File: config.mk
export PLATFORM = sky130hd
export DESIGN_NAME = ucb_device_flat
export DESIGN_NICKNAME = d
export VERILOG_FILES = /design/src/rtl/ucb_pkg.sv /design/src/rtl/ucb_link_if.sv /design/src/rtl/ucb_device.sv /design/src/flat_wrapper.sv
export VERILOG_INCLUDE_DIRS = /design/src /design/src/rtl
export SDC_FILE = /design/constraint.sdc
export NUM_CORES = 1
export LEC_CHECK = 0
export ABC_AREA = 1
export BUFFER_PORTS_ARGS = -buffer_cell sky130_fd_sc_hd__buf_2
export CORE_MARGIN = 2
export CORE_UTILIZATION = 25
export CTS_BUF_LIST = sky130_fd_sc_hd__clkbuf_4 sky130_fd_sc_hd__clkbuf_8
export DETAILED_ROUTE_END_ITERATION = 8
export RECOVER_POWER = 100
export SKIP_LAST_GASP = 1
export SYNTH_ARGS = -nofsm -noshare
export SYNTH_HDL_FRONTEND = slang
export SYNTH_SLANG_ARGS = --single-unit
File: constraint.sdc
create_clock -name pclk -period 5.15 [get_ports pclk]
set_input_delay 0.515 -clock pclk [delete_from_list [all_inputs] [get_ports pclk]]
set_output_delay 0.515 -clock pclk [all_outputs]
set_load 0.02 [all_outputs]
File: src/rtl/ucb_consts.svh
// Purpose: offsets, field positions, reset values and timing counts
// Assumes: 32-bit apb, one word per register
// Notes:   shared location writes route on select bit, reads on read order
`ifndef UCB_CONSTS_SVH
`define UCB_CONSTS_SVH
// register byte offsets
`define UCB_OFS_DATA    8'h00
`define UCB_OFS_STATUS  8'h04
`define UCB_OFS_CTRL    8'h08
`define UCB_OFS_SHARED  8'h0c
`define UCB_OFS_BAUDL   8'h10
// rx_tx_control fields
`define UCB_CTRL_RXIE   7
`define UCB_CTRL_TXIE   6
`define UCB_CTRL_EMPIE  5
`define UCB_CTRL_RXON   4
`define UCB_CTRL_TXON   3
`define UCB_CTRL_CSZ2   2
`define UCB_CTRL_TX9    0
// frame_format_config fields (msb of multi-bit fields)
`define UCB_FMT_SEL     7
`define UCB_FMT_SYNC    6
`define UCB_FMT_PAR     5
`define UCB_FMT_STOP    3
`define UCB_FMT_CSZ     2
`define UCB_FMT_POL     0
// line_status fields
`define UCB_STAT_FILT   0
`define UCB_STAT_TXDONE 6
// reset values
`define UCB_CTRL_RESET  8'h00
`define UCB_FMT_RESET   7'h06
`define UCB_BAUD_RESET  12'h000
// bit timing in baud ticks
`define UCB_ASYNC_WRAP  4'hf
`define UCB_ASYNC_MID   4'h7
`define UCB_SYNC_WRAP   4'h1
`endif

File: src/rtl/ucb_pkg.sv
// Purpose: shared types and frame helpers
// Assumes: char code and parity mode as in the format fields
// Notes:   reserved char codes fall back to nine bits
package ucb_pkg;
  typedef enum logic [2:0] {
    UCB_IDLE  = 3'b000,
    UCB_START = 3'b001,
    UCB_DATA  = 3'b010,
    UCB_PAR   = 3'b011,
    UCB_STOP1 = 3'b100,
    UCB_STOP2 = 3'b101
  } ucb_state_type;

  // data bits per frame from the 3-bit size code
  function automatic logic [3:0] ucb_char_bits(input logic [2:0] code);
    return code[2] ? 4'h9 : ({2'b00, code[1:0]} + 4'h5);
  endfunction

  // parity active only for the two enabled codes
  function automatic logic ucb_parity_on(input logic [1:0] mode);
    return mode[1];
  endfunction

  // parity bit over the first n data bits
  function automatic logic ucb_parity(input logic [8:0] d, input logic [3:0] n,
                                      input logic odd);
    logic p;
    p = odd;
    for (int i = 0; i < 9; i++)
      if (i < int'(n))
        p = p ^ d[i];
    return p;
  endfunction
endpackage

File: src/rtl/ucb_link_if.sv
// Purpose: serial lines between the transceiver and its remote end
// Assumes: both ends on pclk; lines sampled through synchronisers
// Notes:   serial clock made by the device in synchronous mode
`timescale 1ns/1ps
interface ucb_link_if;
  logic dev_txd;
  logic far_txd;
  logic sync_serial_clock;
  modport dev (output dev_txd, output sync_serial_clock, input far_txd);
  modport far (input dev_txd, input sync_serial_clock, output far_txd);
endinterface

File: src/rtl/ucb_device.sv
// Purpose: control, frame format and baud divisor of the transceiver
// Assumes: apb slave with no wait states; ce freezes all state
// Notes:   single-level receive buffer, irq lines registered
//
// Register access over APB and the register addresses were decided locally.
`timescale 1ns/1ps
`include "ucb_consts.svh"
module ucb_device
  import ucb_pkg::*;
(
  input  logic        pclk,
  input  logic        presetn,
  input  logic        ce,
  input  logic        psel,
  input  logic        penable,
  input  logic        pwrite,
  input  logic [7:0]  paddr,
  input  logic [31:0] pwdata,
  output logic [31:0] prdata,
  output logic        pready,
  output logic        pslverr,
  input  logic        global_irq_on,
  input  logic        port_txd_level,
  output logic        tx_pin_owned,
  output logic        rx_pin_owned,
  output logic        rx_done_irq,
  output logic        tx_done_irq,
  output logic        tx_empty_irq,
  ucb_link_if.dev     link
);
  logic [7:0]    ctrl_reg, ctrl_next;
  logic [6:0]    fmt_reg, fmt_next;
  logic [11:0]   baud_reg, baud_next;
  logic          filter_reg, filter_next, shared_rd_reg, shared_rd_next;
  logic          pready_reg, pready_next, pslverr_reg, pslverr_next;
  logic [31:0]   prdata_reg, prdata_next, rd_value;
  logic [2:0]    irq_reg, irq_next;
  logic          rxd_meta_reg, rxd_reg;
  logic [11:0]   cnt_reg, cnt_next;
  logic [3:0]    tph_reg, tph_next, rph_reg, rph_next;
  logic          xck_reg, xck_next, txd_reg, txd_next;
  ucb_state_type ts_reg, ts_next, rs_reg, rs_next;
  logic [3:0]    tcnt_reg, tcnt_next, rcnt_reg, rcnt_next;
  logic [8:0]    tsh_reg, tsh_next, tbuf_reg, tbuf_next, rsh_reg, rsh_next;
  logic [8:0]    rdat_reg, rdat_next;
  logic          tfull_reg, tfull_next, tact_reg, tact_next, tline_reg, tline_next;
  logic          tdone_reg, tdone_next, rfull_reg, rfull_next, rpar_reg, rpar_next;
  logic          ferr_reg, ferr_next, ovr_reg, ovr_next, perr_reg, perr_next;
  logic          setup, access, wr_data, rd_data, wr_baudl, clr_tdone, mapped;
  logic          sync, par_on, par_odd, nine, tick, tx_edge, rx_sample, rxd;
  logic [3:0]    nbits, wrap;

  function automatic logic at(input logic [7:0] a, input logic [7:0] off);
    return a == off;
  endfunction

  // bus strobes: effects land at the completing access edge
  assign setup     = psel & ~penable;
  assign access    = psel & penable & pready_reg;
  assign wr_data   = access & pwrite & at(paddr, `UCB_OFS_DATA);
  assign rd_data   = access & ~pwrite & at(paddr, `UCB_OFS_DATA);
  assign wr_baudl  = access & pwrite & at(paddr, `UCB_OFS_BAUDL);
  assign clr_tdone = access & pwrite & at(paddr, `UCB_OFS_STATUS) & pwdata[`UCB_STAT_TXDONE];
  assign mapped    = at(paddr, `UCB_OFS_DATA) | at(paddr, `UCB_OFS_STATUS)
                   | at(paddr, `UCB_OFS_CTRL) | at(paddr, `UCB_OFS_SHARED)
                   | at(paddr, `UCB_OFS_BAUDL);

  // frame settings decoded from the format fields and the control size bit
  assign nbits   = ucb_char_bits({ctrl_reg[`UCB_CTRL_CSZ2], fmt_reg[`UCB_FMT_CSZ -: 2]});
  assign nine    = nbits == 4'h9;
  assign sync    = fmt_reg[`UCB_FMT_SYNC];
  assign par_on  = ucb_parity_on(fmt_reg[`UCB_FMT_PAR -: 2]);
  assign par_odd = fmt_reg[`UCB_FMT_PAR - 1];
  assign wrap    = sync ? `UCB_SYNC_WRAP : `UCB_ASYNC_WRAP;
  assign tick    = cnt_reg == 12'h000;
  assign tx_edge = tick && tph_reg == wrap;
  assign rx_sample = sync ? (tick && tph_reg == 4'h0) : (tick && rph_reg == `UCB_ASYNC_MID);
  assign rxd     = rxd_reg;

  // register file, read mux and interrupt gating
  always_comb
  begin
    ctrl_next      = ctrl_reg;
    fmt_next       = fmt_reg;
    baud_next      = baud_reg;
    filter_next    = filter_reg;
    shared_rd_next = shared_rd_reg;
    pready_next    = setup;
    prdata_next    = prdata_reg;
    pslverr_next   = pslverr_reg;
    rd_value       = 32'h0000_0000;
    case (paddr)
      `UCB_OFS_DATA:   rd_value[7:0] = rdat_reg[7:0];
      `UCB_OFS_STATUS: rd_value[7:0] = {rfull_reg, tdone_reg, ~tfull_reg, ferr_reg,
                                        ovr_reg, perr_reg, 1'b0, filter_reg};
      `UCB_OFS_CTRL:   rd_value[7:0] = {ctrl_reg[7:2], rdat_reg[8], ctrl_reg[0]};
      `UCB_OFS_SHARED: rd_value[7:0] = shared_rd_reg ? {1'b1, fmt_reg}
                                                     : {4'h0, baud_reg[11:8]};
      `UCB_OFS_BAUDL:  rd_value[7:0] = baud_reg[7:0];
      default:         rd_value = 32'h0000_0000;
    endcase
    if (setup)
    begin
      prdata_next  = rd_value;
      pslverr_next = ~mapped;
    end
    if (access)
      shared_rd_next = ~pwrite & at(paddr, `UCB_OFS_SHARED);
    else if (!psel)
      shared_rd_next = 1'b0;
    if (access && pwrite)
    begin
      case (paddr)
        `UCB_OFS_CTRL:   ctrl_next = pwdata[7:0];
        `UCB_OFS_STATUS: filter_next = pwdata[`UCB_STAT_FILT];
        `UCB_OFS_SHARED:
          if (pwdata[`UCB_FMT_SEL])
            fmt_next = pwdata[6:0];
          else
            baud_next[11:8] = pwdata[3:0];
        `UCB_OFS_BAUDL:  baud_next[7:0] = pwdata[7:0];
        default:         baud_next = baud_reg;
      endcase
    end
    irq_next[2] = ctrl_reg[`UCB_CTRL_RXIE] & global_irq_on & rfull_reg;
    irq_next[1] = ctrl_reg[`UCB_CTRL_TXIE] & global_irq_on & tdone_reg;
    irq_next[0] = ctrl_reg[`UCB_CTRL_EMPIE] & global_irq_on & ~tfull_reg;
  end

  always_ff @(posedge pclk or negedge presetn)
  begin
    if (!presetn)
    begin
      ctrl_reg      <= `UCB_CTRL_RESET;
      fmt_reg       <= `UCB_FMT_RESET;
      baud_reg      <= `UCB_BAUD_RESET;
      filter_reg    <= 1'b0;
      shared_rd_reg <= 1'b0;
      pready_reg    <= 1'b0;
      prdata_reg    <= 32'h0000_0000;
      pslverr_reg   <= 1'b0;
      irq_reg       <= 3'h0;
    end
    else if (ce)
    begin
      ctrl_reg      <= ctrl_next;
      fmt_reg       <= fmt_next;
      baud_reg      <= baud_next;
      filter_reg    <= filter_next;
      shared_rd_reg <= shared_rd_next;
      pready_reg    <= pready_next;
      prdata_reg    <= prdata_next;
      pslverr_reg   <= pslverr_next;
      irq_reg       <= irq_next;
    end
  end

  // prescaler, bit phases, transmitter and receiver
  always_comb
  begin
    cnt_next = wr_baudl ? {baud_reg[11:8], pwdata[7:0]}
             : (tick ? baud_reg : cnt_reg - 12'h001);
    tph_next = tick ? (tx_edge ? 4'h0 : tph_reg + 4'h1) : tph_reg;
    rph_next = tick ? rph_reg + 4'h1 : rph_reg;
    xck_next = sync & ((tph_next == 4'h0) ^ fmt_reg[`UCB_FMT_POL]);
    ts_next = ts_reg;  tcnt_next = tcnt_reg;  tsh_next = tsh_reg;  tline_next = tline_reg;
    tbuf_next = tbuf_reg;  tfull_next = tfull_reg;  tdone_next = tdone_reg & ~clr_tdone;
    if (wr_data && !tfull_reg)
    begin
      tbuf_next  = {ctrl_reg[`UCB_CTRL_TX9], pwdata[7:0]};
      tfull_next = 1'b1;
    end
    if (tx_edge)
    begin
      case (ts_reg)
        UCB_IDLE:
          if (tact_reg && tfull_reg)
          begin
            tsh_next = tbuf_reg;  tfull_next = 1'b0;  ts_next = UCB_START;  tline_next = 1'b0;
          end
        UCB_START:
        begin
          ts_next = UCB_DATA;  tcnt_next = 4'h0;  tline_next = tsh_reg[0];
        end
        UCB_DATA:
          if (tcnt_reg == nbits - 4'h1)
          begin
            ts_next    = par_on ? UCB_PAR : UCB_STOP1;
            tline_next = par_on ? ucb_parity(tsh_reg, nbits, par_odd) : 1'b1;
          end
          else
          begin
            tcnt_next  = tcnt_reg + 4'h1;
            tline_next = tsh_reg[tcnt_reg + 4'h1];
          end
        UCB_PAR:
        begin
          ts_next = UCB_STOP1;  tline_next = 1'b1;
        end
        UCB_STOP1:
          if (fmt_reg[`UCB_FMT_STOP])
            ts_next = UCB_STOP2;
          else
          begin
            ts_next = UCB_IDLE;  tdone_next = tdone_next | ~tfull_next;
          end
        default:
        begin
          ts_next = UCB_IDLE;  tdone_next = tdone_next | ~tfull_next;
        end
      endcase
    end
    tact_next = ctrl_reg[`UCB_CTRL_TXON]
              | (tact_reg & ((ts_reg != UCB_IDLE) | tfull_reg));
    txd_next  = tact_next ? tline_next : port_txd_level;
    rs_next = rs_reg;  rcnt_next = rcnt_reg;  rsh_next = rsh_reg;  rpar_next = rpar_reg;
    rdat_next = rdat_reg;  rfull_next = rfull_reg;
    ferr_next = ferr_reg;  ovr_next = ovr_reg;  perr_next = perr_reg;
    if (rd_data)
    begin
      rfull_next = 1'b0;  ferr_next = 1'b0;  ovr_next = 1'b0;  perr_next = 1'b0;
    end
    if (!ctrl_reg[`UCB_CTRL_RXON])
    begin
      rs_next = UCB_IDLE;  rfull_next = 1'b0;
      ferr_next = 1'b0;  ovr_next = 1'b0;  perr_next = 1'b0;
    end
    else
    begin
      case (rs_reg)
        UCB_IDLE:
          if (sync ? (rx_sample && !rxd) : !rxd)
          begin
            rs_next = sync ? UCB_DATA : UCB_START;
            rcnt_next = 4'h0;  rsh_next = 9'h000;  rph_next = 4'h0;
          end
        UCB_START:
          if (rx_sample)
            rs_next = rxd ? UCB_IDLE : UCB_DATA;
        UCB_DATA:
          if (rx_sample)
          begin
            rsh_next[rcnt_reg] = rxd;
            if (rcnt_reg == nbits - 4'h1)
              rs_next = par_on ? UCB_PAR : UCB_STOP1;
            else
              rcnt_next = rcnt_reg + 4'h1;
          end
        UCB_PAR:
          if (rx_sample)
          begin
            rpar_next = rxd;  rs_next = UCB_STOP1;
          end
        default:
          if (rx_sample)
          begin
            rs_next = UCB_IDLE;
            if (!filter_reg || (nine ? rsh_reg[8] : rxd))
            begin
              if (rfull_next)
                ovr_next = 1'b1;
              else
              begin
                rdat_next = rsh_reg;  rfull_next = 1'b1;  ferr_next = ~rxd;
                perr_next = par_on & (ucb_parity(rsh_reg, nbits, par_odd) != rpar_reg);
              end
            end
          end
      endcase
    end
  end

  always_ff @(posedge pclk or negedge presetn)
  begin
    if (!presetn)
    begin
      rxd_meta_reg <= 1'b1;  rxd_reg <= 1'b1;
      cnt_reg <= 12'h000;  tph_reg <= 4'h0;  rph_reg <= 4'h0;
      xck_reg <= 1'b0;  txd_reg <= 1'b1; // idle level, no false start
      ts_reg <= UCB_IDLE;  tcnt_reg <= 4'h0;  tsh_reg <= 9'h000;  tline_reg <= 1'b1;
      tbuf_reg <= 9'h000;  tfull_reg <= 1'b0;  tact_reg <= 1'b0;  tdone_reg <= 1'b0;
      rs_reg <= UCB_IDLE;  rcnt_reg <= 4'h0;  rsh_reg <= 9'h000;  rpar_reg <= 1'b0;
      rdat_reg <= 9'h000;  rfull_reg <= 1'b0;
      ferr_reg <= 1'b0;  ovr_reg <= 1'b0;  perr_reg <= 1'b0;
    end
    else if (ce)
    begin
      rxd_meta_reg <= link.far_txd;  rxd_reg <= rxd_meta_reg;
      cnt_reg <= cnt_next;  tph_reg <= tph_next;  rph_reg <= rph_next;
      xck_reg <= xck_next;  txd_reg <= txd_next;
      ts_reg <= ts_next;  tcnt_reg <= tcnt_next;  tsh_reg <= tsh_next;  tline_reg <= tline_next;
      tbuf_reg <= tbuf_next;  tfull_reg <= tfull_next;  tact_reg <= tact_next;
      tdone_reg <= tdone_next;
      rs_reg <= rs_next;  rcnt_reg <= rcnt_next;  rsh_reg <= rsh_next;  rpar_reg <= rpar_next;
      rdat_reg <= rdat_next;  rfull_reg <= rfull_next;
      ferr_reg <= ferr_next;  ovr_reg <= ovr_next;  perr_reg <= perr_next;
    end
  end

  // outputs straight from flops
  assign prdata       = prdata_reg;
  assign pready       = pready_reg;
  assign pslverr      = pslverr_reg;
  assign tx_pin_owned = tact_reg;
  assign rx_pin_owned = ctrl_reg[`UCB_CTRL_RXON];
  assign rx_done_irq  = irq_reg[2];
  assign tx_done_irq  = irq_reg[1];
  assign tx_empty_irq = irq_reg[0];
  assign link.dev_txd = txd_reg;
  assign link.sync_serial_clock = xck_reg;
endmodule // ucb_device

File: src/flat_wrapper.sv
// flat-port wrapper written by rule: the top's interface ports become plain ports
module ucb_device_flat import ucb_pkg::*;
  (pclk, presetn, ce, psel, penable, pwrite, paddr, pwdata, prdata, pready, pslverr, global_irq_on, port_txd_level, tx_pin_owned, rx_pin_owned, rx_done_irq, tx_done_irq, tx_empty_irq, link_dev_txd, link_sync_serial_clock, link_far_txd);
  ucb_link_if link_i ();
  input  logic pclk;
  input  logic presetn;
  input  logic ce;
  input  logic psel;
  input  logic penable;
  input  logic pwrite;
  input  logic [7:0] paddr;
  input  logic [31:0] pwdata;
  output logic [31:0] prdata;
  output logic pready;
  output logic pslverr;
  input  logic global_irq_on;
  input  logic port_txd_level;
  output logic tx_pin_owned;
  output logic rx_pin_owned;
  output logic rx_done_irq;
  output logic tx_done_irq;
  output logic tx_empty_irq;
  output wire logic [$bits(link_i.dev_txd)-1:0] link_dev_txd;
  output wire logic [$bits(link_i.sync_serial_clock)-1:0] link_sync_serial_clock;
  input wire logic [$bits(link_i.far_txd)-1:0] link_far_txd;
  assign link_dev_txd = link_i.dev_txd;
  assign link_sync_serial_clock = link_i.sync_serial_clock;
  assign link_i.far_txd = link_far_txd;
  ucb_device u_core (.pclk(pclk), .presetn(presetn), .ce(ce), .psel(psel), .penable(penable), .pwrite(pwrite), .paddr(paddr), .pwdata(pwdata), .prdata(prdata), .pready(pready), .pslverr(pslverr), .global_irq_on(global_irq_on), .port_txd_level(port_txd_level), .tx_pin_owned(tx_pin_owned), .rx_pin_owned(rx_pin_owned), .rx_done_irq(rx_done_irq), .tx_done_irq(tx_done_irq), .tx_empty_irq(tx_empty_irq), .link(link_i));
endmodule
* Word level (Yosys, flattened, before mapping)
Cells that the tools add are included.
Storage, ports and cells: flip-flop bits (word level) 125, logic and storage cells 348
Operators by class: $lt $le $gt $ge 12, reductions and logical operators 39, add/subtract/negate cells 7, bitwise logic cells 57, eq/ne operators 30, mux-type cells 169
Operator list (count):
- $mux W1 | 128
- $mux W4 | 12
- $pmux W8 S5 | 1
- $mux W3 | 11
- $mux W12 | 2
- $reduce_and A4 Y1 | 6
- $and A1 B1 Y1 | 21
- $xor A1 B1 Y1 | 19
- $mux W9 | 2
- $ne A3 B3 Y1 const B | 6
- $pmux W9 S2 | 1
- $add A4 B1 Y4 const B | 4
- $eq A8 B4 Y1 const B | 2
- $lt A3 B4 Y1 const A | 4
- $pmux W4 S2 | 2
- $pmux W3 S5 | 1
- $eq A3 B2 Y1 const B | 4
- $eq A4 B4 Y1 | 3
- $logic_not A12 Y1 | 1
- $pmux W3 S4 | 1
- $reduce_and A6 Y1 | 2
- $sub A12 B1 Y12 const B | 1
- $lt A4 B5 Y1 const B | 2
- $ne A2 B1 Y1 const B | 5
- other kinds (36) | 73

* Depth between registers and ports, before layout
Gate-level depths: netlist of the first run.
depth after elaboration 73, mapped depth 17

* Worst setup path before layout of the first run
OpenSTA, ideal clock, no wires.
path kind reg2reg, start register u_core.fmt_reg[1], end register u_core.rdat_reg[7], period minus slack after synthesis 2.017 ns, cell stages (with the launch flop) 13, buffers on the path 1, slack 3.133 ns, arrival 1.896 ns, required time 5.029 ns, cell sequence dfstp_2 ha_1 inv_1 nand2_1 o21ai_0 nand2_1 o211ai_1 nand4_2 nor2_4 inv_2 buf_6 nand2_1 o21ai_1
On the way: word-level cells in the longest chain between the ends 6
RTL lines:
- start: declaration | RTL line ucb_device.sv:32 | logic [6:0] fmt_reg, fmt_next;
- start signal: assignment | RTL line ucb_device.sv:135 | fmt_reg <= `UCB_FMT_RESET;
- start signal: assignment | RTL line ucb_device.sv:147 | fmt_reg <= fmt_next;
- $add A2 B3 Y4 | RTL line ucb_pkg.sv:16 | return code[2] ? 4'h9 : ({2'b00, code[1:0]} + 4'h5);
- $mux W4 | RTL line ucb_pkg.sv:16
- $eq A4 B4 Y1 | RTL line ucb_device.sv:70 | assign nine = nbits == 4'h9;
- $mux W1 | RTL line ucb_device.sv:258 | if (!filter_reg || (nine ? rsh_reg[8] : rxd))
- $logic_or A1 B1 Y1 | RTL line ucb_device.sv:258
- $reduce_and A6 Y1 (no source line)
- end signal: assignment | RTL line ucb_device.sv:295 | rdat_reg <= rdat_next; rfull_reg <= rfull_next;
- end: declaration | RTL line ucb_device.sv:45 | logic [8:0] rdat_reg, rdat_next;
No other way between the ends. A chain may end at the register's enable or synchronous reset.

* Worst setup path after layout of the first run
start input ce, end register u_core.tcnt_reg[1]
On the way: word-level cells in the longest chain between the ends 1
RTL lines:
- start: declaration | RTL line flat_wrapper.sv:7 | input logic ce;
- $reduce_and A4 Y1 (no source line)
- end signal: assignment | RTL line ucb_device.sv:291 | ts_reg <= ts_next; tcnt_reg <= tcnt_next; tsh_reg <= tsh_next; tline_reg <= tline_next;
- end: declaration | RTL line ucb_device.sv:43 | logic [3:0] tcnt_reg, tcnt_next, rcnt_reg, rcnt_next;
No other way between the ends.

==> flow_summary.json, run 1 <==
{
  "outcome": "complete, but fails checks",
  "violations": "capacitance limit, slew limit",
  "slowest_delay_ns": 1.11,
  "grt_pass1_vias": 6113,
  "setup-violations-final": 0,
  "cts-root-buf": "clkbuf_8",
  "yosysSeqAreaShare": 0.423,
  "setup_tns_ns": 0,
  "maxSlewViolCount": 66,
  "whs_ns": 0.216,
  "worstRegToRegCells": 15,
  "dpl.hpwl_mm": 15.3,
  "cts.clk_slew.worst_paths_ns": 0.08,
  "tritoncts": "done",
  "finalCritPeriodShare": 0.712,
  "placed_cells": 1396,
  "antenna_found_initial": 0,
  "numCtsBuffers": 17,
  "dr.pass1.iters": 5,
  "cp_cell_sequence": "buf_2 > clkbuf_1 > inv_1 > clkbuf_1 > nor4_2 > o211ai_1 > nand2_1 > o21ai_0",
  "power.density_nw_per_um2": 315,
  "max-slew-margin-rel": -0.0674,
  "cp-startpoint": "ce",
  "async_reset_ff_frac": 1.00,
  "globalRouteOverflowTotal": 0,
  "syn_to_final_growth_pct": 11.6,
  "worst_pin_slew_ns": 1.60,
  "hp-class": "in -> async",
  "hold_buffers": 0,
  "port_buffers": 41,
  "drt_wl_total_mm": 20.2,
  "num_vias": 6456,
  "wl_per_cell_um": 14.2,
  "post_cts_resize_count": 0,
  "ir_drop_v": 0.000114,
  "cts_num_sinks": 124,
  "final_nets": 1090,
  "regToRegSetupSlack_ns": 2.12,
  "antenna_cells": 0,
  "reg2reg_to": "u_core.rsh_reg[5]",
  "start_util": 0.255,
  "clockBufferDepth": 2,
  "grt_usage": 0.136,
  "mostFrequentLayoutCell": "nand2_1",
  "syn_area_um2": 7350,
  "core_um2": 28900,
  "dieArea_um2": 30800,
  "crit_path_end": "u_core.tcnt_reg[1]",
  "fp-row-count": 62,
  "max_cap_violations": 2,
  "drive_above_1_share": 0.0872,
  "skew_ns": 0.0178,
  "r2r_start": "u_core.cnt_reg[0]",
  "grt_max_degree": 76,
  "clock_latency_ns": 0.46,
  "timing.critical_path.buf_inv": 4,
  "post-route-min-period_ns": 3.67,
  "synth_top_area_share": 0.402,
  "cts_setup_buffers": 0,
  "crit_type": "in -> reg",
  "cpLargestDelayFamily": "buffers and inverters",
  "required_ns": 5.48,
  "rsz0062_at_grt": "no",
  "crit_top_cell": "clkbuf_1",
  "drtIter0Drc": 638,
  "hold_violations": 0,
  "max_freq_ghz": 0.273,
  "yosysWarnings": 0,
  "postSynthAreaPerCell_um2": 7.44,
  "endpoint_kind": "flop",
  "cp.depth": 8,
  "worstSetupStartpointType": "primary input",
  "synth_area_leaders": "dfrtp_1 40%, nand2_1 13%, inv_1 7.6%",
  "num_io_pins": 90,
  "cts_htree_levels": 4,
  "worst_ep_arrival_time_ns": 3.99,
  "cp_slowest_cell": "clkbuf_1",
  "die_w_um": 175,
  "ant_nets": 0,
  "route.detailed.drc": 0,
  "placed_area_um2": 7880,
  "fp.dieH_um": 175,
  "yosysUniqueCellTypes": 46,
  "grt_pass1_wl_mm": 32.8,
  "avgViaCountPerCell": 4.52,
  "yosysTopAreaCell": "dfrtp_1",
  "ys.flop_type": "dfrtp_1",
  "fin_util": 0.284,
  "syn_inst": 988,
  "leakagePower_nw": 3.96,
  "gp_congestion": 0.902,
  "final_cell_mix": "257 x nand2_1, 151 x inv_1, 118 x dfrtp_1, 95 x o21ai_0, 79 x nor2_1",
  "ys_seq_elements": 124,
  "final_area_um2": 8200,
  "synth-edff-count": 0,
  "instances_no_fill": 1428,
  "crit_fanout": 33
}
==> where the power goes <==
group | switching [mW] | internal [mW] | leakage (nW)
clock network | 0.394 | 0.591 | 0.235
logic | 0.296 | 0.159 | 2.10
registers | 0.0904 | 1.05 | 1.63
==> per-stage QoR <==
step | power [mW] | setup slack (ns)
after floorplan | 1.52 | 3.13
after global placement | 1.62 | 2.45
after detailed placement | 1.64 | 2.44
after CTS | 2.63 | 2.43
after global routing | 2.72 | 1.14
final | 2.58 | 1.48
==> layout make-up <==
cell class              count  area (µm²)
clock buffers              25         313
clock inverters             7         135
fillers                  3171       20700
inverters                 163         614
multi-input cells         681        3350
flip-flops and latches    124        3110
well taps                 384         480
repair buffers             44         201
==> worst min-delay path by stage <==
stage / startpoint / end
after CTS: presetn / u_core.cnt_reg[11]
final: presetn / u_core.baud_reg[2]
after floorplan: presetn / u_core.baud_reg[0]
after detailed placement: u_core.rxd_meta_reg / u_core.rxd_meta_reg
after global placement: u_core.rxd_meta_reg / u_core.rxd_meta_reg
after global routing: presetn / u_core.cnt_reg[11]
==> Yosys cell counts (11+ instances only) <==
| cell | number |
|---|---|
| inv_2 | 13 |
| o21ai_1 | 19 |
| dfrtp_1 | 118 |
| nand4_1 | 14 |
| o21ai_0 | 73 |
| nor2_1 | 75 |
| a21oi_1 | 44 |
| buf_4 | 25 |
| nor3_1 | 11 |
| inv_1 | 148 |
| xor2_1 | 18 |
| nand2_1 | 253 |
| clkbuf_1 | 15 |
| nand3_1 | 51 |
==> routing by layer <==
layer / global-route usage / wire, µm / vias to the layer above
li1: - / - / 3227
met1: 0.196 / 9960 / 3012
met2: 0.195 / 8550 / 177
met3: 0.0292 / 1180 / 40
met4: 0.0596 / 542 / 0
met5: 0 / 0 / -
==> cells by family after synthesis <==
group / count (synthesis) / synth area share
AND/OR/NAND/NOR: 434 / 0.260
buffers and inverters: 206 / 0.120
AO/OA/AOI/OAI: 191 / 0.152
flip-flops: 124 / 0.423
XOR/XNOR: 20 / 0.0238
adder cells (fa/ha/maj): 10 / 0.0170
multiplexers: 2 / 0.00272
other: 1 / 0.000510
No activity file was read; power rests on OpenSTA's default activity.
==> run 2: changes to the inputs <==
- clock period: 5.15 -> 3 ns (I/O delays scaled with it)
==> flow_summary.json, run 2 (same netlist as run 1, synthesis figures left out) <==
{
  "seqPwrFrac": 0.457,
  "antenna_cells": 0,
  "post-place-ws_ns": 0.533,
  "p_clk_frac": 0.353,
  "cp_cell_sequence": "inv_1 > ha_1 > nand2_1 > nor2_4 > nand2_4 > nor2_4 > nand3_1 > nand2_1 > nand2_1 > nand2_1 > nand2_1 > clkinv_2 > nand2_2 > o211ai_1 > o21ai_1",
  "gp_congestion": 0.906,
  "max-slew-margin-rel": 0.141,
  "crit_path_end": "u_core.rsh_reg[5]",
  "drive_above_1_share": 0.0951,
  "reg2reg_to": "u_core.rsh_reg[5]",
  "endpoint_kind": "flop",
  "maxSlewViolCount": 0,
  "avgViaCountPerCell": 4.54,
  "wl_per_cell_um": 14.5,
  "max_freq_ghz": 0.385,
  "crit_fanout": 9,
  "comb_power_share": 0.190,
  "clock_latency_ns": 0.45,
  "grt_pass1_wl_mm": 33.4,
  "cts-root-buf": "clkbuf_8",
  "num_io_pins": 90,
  "power.density_nw_per_um2": 522,
  "cp-startpoint": "u_core.cnt_reg[0]",
  "worst_pin_slew_ns": 1.29,
  "dieArea_um2": 30800,
  "dr.pass1.iters": 5,
  "dpl.hpwl_mm": 15.7,
  "port_buffers": 41,
  "drt_wl_total_mm": 20.8,
  "slowest_delay_ns": 0.38,
  "final_cell_mix": "256 x nand2_1, 149 x inv_1, 118 x dfrtp_1, 93 x o21ai_0, 77 x nor2_1",
  "core_um2": 28900,
  "clockBufferDepth": 2,
  "max_cap_violations": 0,
  "drtIter0Drc": 573,
  "grt_usage": 0.140,
  "num_vias": 6521,
  "hold_buffers": 1,
  "cts_htree_levels": 4,
  "p_int_mw": 2.93,
  "crit_type": "reg -> reg",
  "hold_violations": 0,
  "swShare": 0.320,
  "skew_ns": 0.00958,
  "crit_top_cell": "nand2_1",
  "mostFrequentLayoutCell": "nand2_1",
  "syn_to_final_growth_pct": 11.9,
  "fp-row-count": 62,
  "numCtsBuffers": 17,
  "setup_tns_ns": 0,
  "antenna_found_initial": 0,
  "route.detailed.drc": 0,
  "setup-violations-final": 0,
  "post_cts_resize_count": 0,
  "hp-class": "in -> reg",
  "p_total_mw": 4.30,
  "final_nets": 1098,
  "regToRegSetupSlack_ns": 0.41,
  "outcome": "complete, no violations",
  "setup_ws_ns": 0.406,
  "grt_pass1_vias": 6044,
  "grt_max_degree": 49,
  "r2r_start": "u_core.cnt_reg[0]",
  "cts_num_sinks": 124,
  "start_util": 0.255,
  "p_sw_mw": 1.37,
  "post-route-min-period_ns": 2.59,
  "cp_slowest_cell": "dfrtp_1",
  "worstRegToRegCells": 15,
  "fp.dieH_um": 175,
  "leakagePower_nw": 3.97,
  "tritoncts": "done",
  "worstSetupStartpointType": "flop",
  "cts_setup_buffers": 0,
  "required_ns": 3.33,
  "globalRouteOverflowTotal": 0,
  "ant_nets": 0,
  "die_w_um": 175,
  "rsz0062_at_grt": "no",
  "cts.clk_slew.worst_paths_ns": 0.08,
  "ir_drop_v": 0.000226,
  "finalCritPeriodShare": 0.865,
  "worst_ep_arrival_time_ns": 2.92
}
[run 2: cell types whose count changed in the layout (fill, tap and decap cells not counted), moves of 2 or more]
cell	before	now
bufinv_16	4	1
clkbuf_1	19	22
clkbuf_2	0	2
clkbuf_4	5	1
clkbuf_8	20	25
clkinv_2	3	6
inv_1	151	149
nand2_2	2	4
nor2_1	79	77
nor2_4	1	4
o21ai_0	95	93
o21ai_2	0	2
[run 2: area by class of cell]
cell class                      count  area [µm²]
Inverter                          163         614
Clock inverter                      6        55.1
Clock buffer                       26         352
Tap cell                          384         480
Timing Repair Buffer               52         245
Sequential cell                   124        3110
Multi-Input combinational cell    681        3370
Fill cell                        3157       20600
[run 2: metrics by stage]
step | cells | hold slack [ns] | util | cell area, µm²
floorplan | 1011 | 0.00441 | - | 7440
global placement | 1403 | 0.387 | 0.275 | 7940
detailed placement | 1403 | 0.398 | 0.275 | 7940
CTS | 1436 | 0.0484 | 0.290 | 8360
global route | 1436 | 0.0578 | 0.285 | 8230
finish | 1436 | 0.0750 | 0.285 | 8230
[run 2: worst min path at each step]
| stage | from | to | slack, ns | depth (start not counted) |
|---|---|---|---|---|
| floorplan | presetn | u_core.baud_reg[0] | 0.004 | 0 |
| global placement | presetn | u_core.cnt_reg[5] | 0.39 | 1 |
| detailed placement | presetn | u_core.tbuf_reg[6] | 0.40 | 1 |
| CTS | link_far_txd | u_core.rxd_meta_reg | 0.05 | 3 |
| global route | link_far_txd | u_core.rxd_meta_reg | 0.06 | 3 |
| finish | link_far_txd | u_core.rxd_meta_reg | 0.07 | 3 |
[run 2: per-layer routing]
metal | routed length [µm] | up-vias | track usage | part of all wire
li1 | - | 3247 | - | -
met1 | 10100 | 3031 | 0.207 | 0.49
met2 | 8870 | 229 | 0.201 | 0.43
met3 | 1510 | 14 | 0.0310 | 0.073
met4 | 232 | 0 | 0.0427 | 0.011
met5 | 0 | - | 0 | 0
[run 2: worst max-delay path: cells and delay by family (launching register included)]
kind                     cells  cell delay, ns
AND/OR/NAND/NOR             10            1.42
flip-flops                   1            0.38
buffers and inverters        2            0.30
adder cells (fa/ha/maj)      1            0.20
AO/OA/AOI/OAI                2            0.18
[run 2: power groups by stage]
stage                     registers [mW]  logic (mW)  clock network (mW)
after floorplan                     1.97       0.630                   0
after global placement              1.99       0.813                   0
after detailed placement            1.99       0.831                   0
after CTS                           1.96       0.838                1.55
after global routing                1.98       0.924                1.64
final                               1.97       0.815                1.52
==> run 3: changes to the inputs <==
- ABC_AREA: 1 -> default
- CORE_UTILIZATION: 25 -> 50
- PLACE_DENSITY: default -> 0.7
- clock period: 3 -> 2.4 ns (I/O delays scaled with it)
==> flow_summary.json, run 3 <==
{
  "num_vias": 6058,
  "crit_top_cell": "buf_4",
  "grt_pass1_vias": 5836,
  "drtIter0Drc": 516,
  "clock_latency_ns": 0.45,
  "cp_cell_sequence": "inv_1 > ha_1 > nor2b_4 > and4_4 > buf_4 > o21a_1 > nand4_1 > buf_4 > mux2_2",
  "hold_violations": 0,
  "cts_htree_levels": 4,
  "yosysTopAreaCell": "dfrtp_1",
  "gp_congestion": 0.945,
  "synth_common_cells": "118 x dfrtp_1, 63 x nand2_1, 57 x nor2_1",
  "worst_pin_slew_ns": 1.08,
  "skew_ns": 0.0140,
  "cts.clk_slew.worst_paths_ns": 0.07,
  "wl_per_cell_um": 19.3,
  "ir_drop_v": 0.000271,
  "endpoint_kind": "flop",
  "maxSlewViolCount": 0,
  "hold_start": "link_far_txd",
  "worstSetupStartpointType": "flop",
  "drt_wl_total_mm": 19.2,
  "fin_util": 0.580,
  "p_total_mw": 4.49,
  "setup-violations-final": 0,
  "dieArea_um2": 15100,
  "rsz0062_at_grt": "yes",
  "core_um2": 13900,
  "antenna_found_initial": 0,
  "ys.flop_type": "dfrtp_1",
  "cp-startpoint": "u_core.cnt_reg[0]",
  "drive_above_1_share": 0.223,
  "fp-row-count": 43,
  "cts-root-buf": "clkbuf_8",
  "die_w_um": 123,
  "yosysMostFrequentCell": "dfrtp_1",
  "yosysWarnings": 0,
  "cp_slowest_cell": "dfrtp_1",
  "mostFrequentLayoutCell": "dfrtp_1",
  "yosysUniqueCellTypes": 77,
  "syn_area_um2": 7080,
  "cts_num_sinks": 124,
  "route.detailed.drc": 0,
  "grt_pass1_wl_mm": 30.6,
  "setup_ws_ns": 0.0598,
  "num_io_pins": 90,
  "grt_max_degree": 47,
  "whs_ns": 0.0330,
  "leakagePower_nw": 3.60,
  "antenna_cells": 0,
  "instances_no_fill": 992,
  "synth_top_area_share": 0.417,
  "async_reset_ff_frac": 1.00,
  "worst_ep_arrival_time_ns": 2.67,
  "slowest_delay_ns": 0.40,
  "fp.dieH_um": 123,
  "required_ns": 2.73,
  "setup_tns_ns": 0,
  "outcome": "complete, no violations",
  "yosysSeqAreaShare": 0.439,
  "max_freq_ghz": 0.427,
  "dpl.hpwl_mm": 14.0,
  "clockBufferDepth": 2,
  "synth-edff-count": 0,
  "cpLargestDelayFamily": "simple AND/OR/NAND/NOR gates",
  "synth_area_leaders": "dfrtp_1 42%, mux2_2 8.7%, o21ai_0 3.6%",
  "post-place-ws_ns": -0.118,
  "tritoncts": "done",
  "placed_cells": 957,
  "port_buffers": 41,
  "power.density_nw_per_um2": 558,
  "dr.pass1.iters": 5,
  "finalCritPeriodShare": 0.975,
  "final_nets": 858,
  "syn_to_final_growth_pct": 13.6,
  "max-slew-margin-rel": 0.281,
  "final_cell_mix": "118 x dfrtp_1, 62 x nand2_1, 57 x nor2_1, 55 x mux2_2, 48 x o21ai_0",
  "ys_seq_elements": 124,
  "grt_usage": 0.267,
  "max_cap_violations": 0,
  "final_area_um2": 8050,
  "syn_inst": 731,
  "fillers": 1217,
  "ant_nets": 0,
  "avgViaCountPerCell": 6.11,
  "crit_fanout": 12,
  "timing.critical_path.buf_inv": 3,
  "post-route-min-period_ns": 2.34,
  "postSynthAreaPerCell_um2": 9.69,
  "crit_type": "reg -> reg",
  "placed_area_um2": 7640,
  "hp-class": "in -> reg",
  "r2r_start": "u_core.cnt_reg[0]",
  "start_util": 0.510,
  "globalRouteOverflowTotal": 0,
  "numCtsBuffers": 17
}
[run 3: worst reg2reg max path, stage by stage, from the launching register on]
cell and delay (ns):
dfrtp_1 0.40, inv_1 0.09, ha_1 0.20, nor2b_4 0.20
and4_4 0.25, buf_4 0.20, o21a_1 0.25, nand4_1 0.13
buf_4 0.21, mux2_2 0.28
[run 3: layer usage]
metal / GRT usage / share of wire / vias to the layer above
li1: - / - / 2748
met1: 0.351 / 0.42 / 2991
met2: 0.419 / 0.47 / 267
met3: 0.0503 / 0.069 / 52
met4: 0.141 / 0.037 / 0
met5: 0 / 0 / -
[run 3: logic make-up after synthesis]
| family | share of synthesized area |
|---|---|
| compound gates | 0.175 |
| simple gates | 0.155 |
| buf+inv | 0.0606 |
| fa+ha+maj | 0.0177 |
| flops | 0.439 |
| xor+xnor | 0.0371 |
| other cells | 0.000529 |
| mux | 0.115 |
[run 3: worst paths after layout]
path	end	slack (ns)	depth (start not counted)
worst min-delay path	u_core.rxd_meta_reg	0.03	2
worst max-delay path	u_core.rdat_reg[2]	0.06	9
max in group asynchronous	u_core.rcnt_reg[1]	0.34	3
worst min register to register	u_core.prdata[3]	0.50	2
min in group asynchronous	u_core.pslverr	0.46	2
worst max register to register	u_core.rdat_reg[2]	0.06	9
[run 3: cell type report]
| class | count | area, µm² | share of cell area |
|---|---|---|---|
| well taps | 180 | 225 | 0.0280 |
| flip-flops and latches | 124 | 3110 | 0.387 |
| inverters | 24 | 90.1 | 0.0112 |
| clock inverters | 3 | 40.0 | 0.00498 |
| multi-input cells | 543 | 3730 | 0.463 |
| clock buffers | 29 | 343 | 0.0426 |
| repair buffers | 89 | 509 | 0.0633 |
[run 3: repair_timing]
| action | 4_1_cts | 5_1_grt |
|---|---|---|
| gates cloned | 0 | 0 |
| buffers inserted | 1 | 1 |
| resized for setup | 11 | 18 |
| setup endpoints to repair | 17 | 38 |
| hold buffers | 1 | 0 |
| pin swaps | 3 | 9 |
| hold endpoints to repair | 34 | 0 |
[run 3: report_power, final]
group	internal [mW]	switching [mW]	total [mW]	leakage [nW]
sequential	2.16	0.0891	2.25	1.66
clock	1.00	0.800	1.80	0.207
combinational	0.157	0.283	0.440	1.74
total	3.32	1.17	4.49	3.60
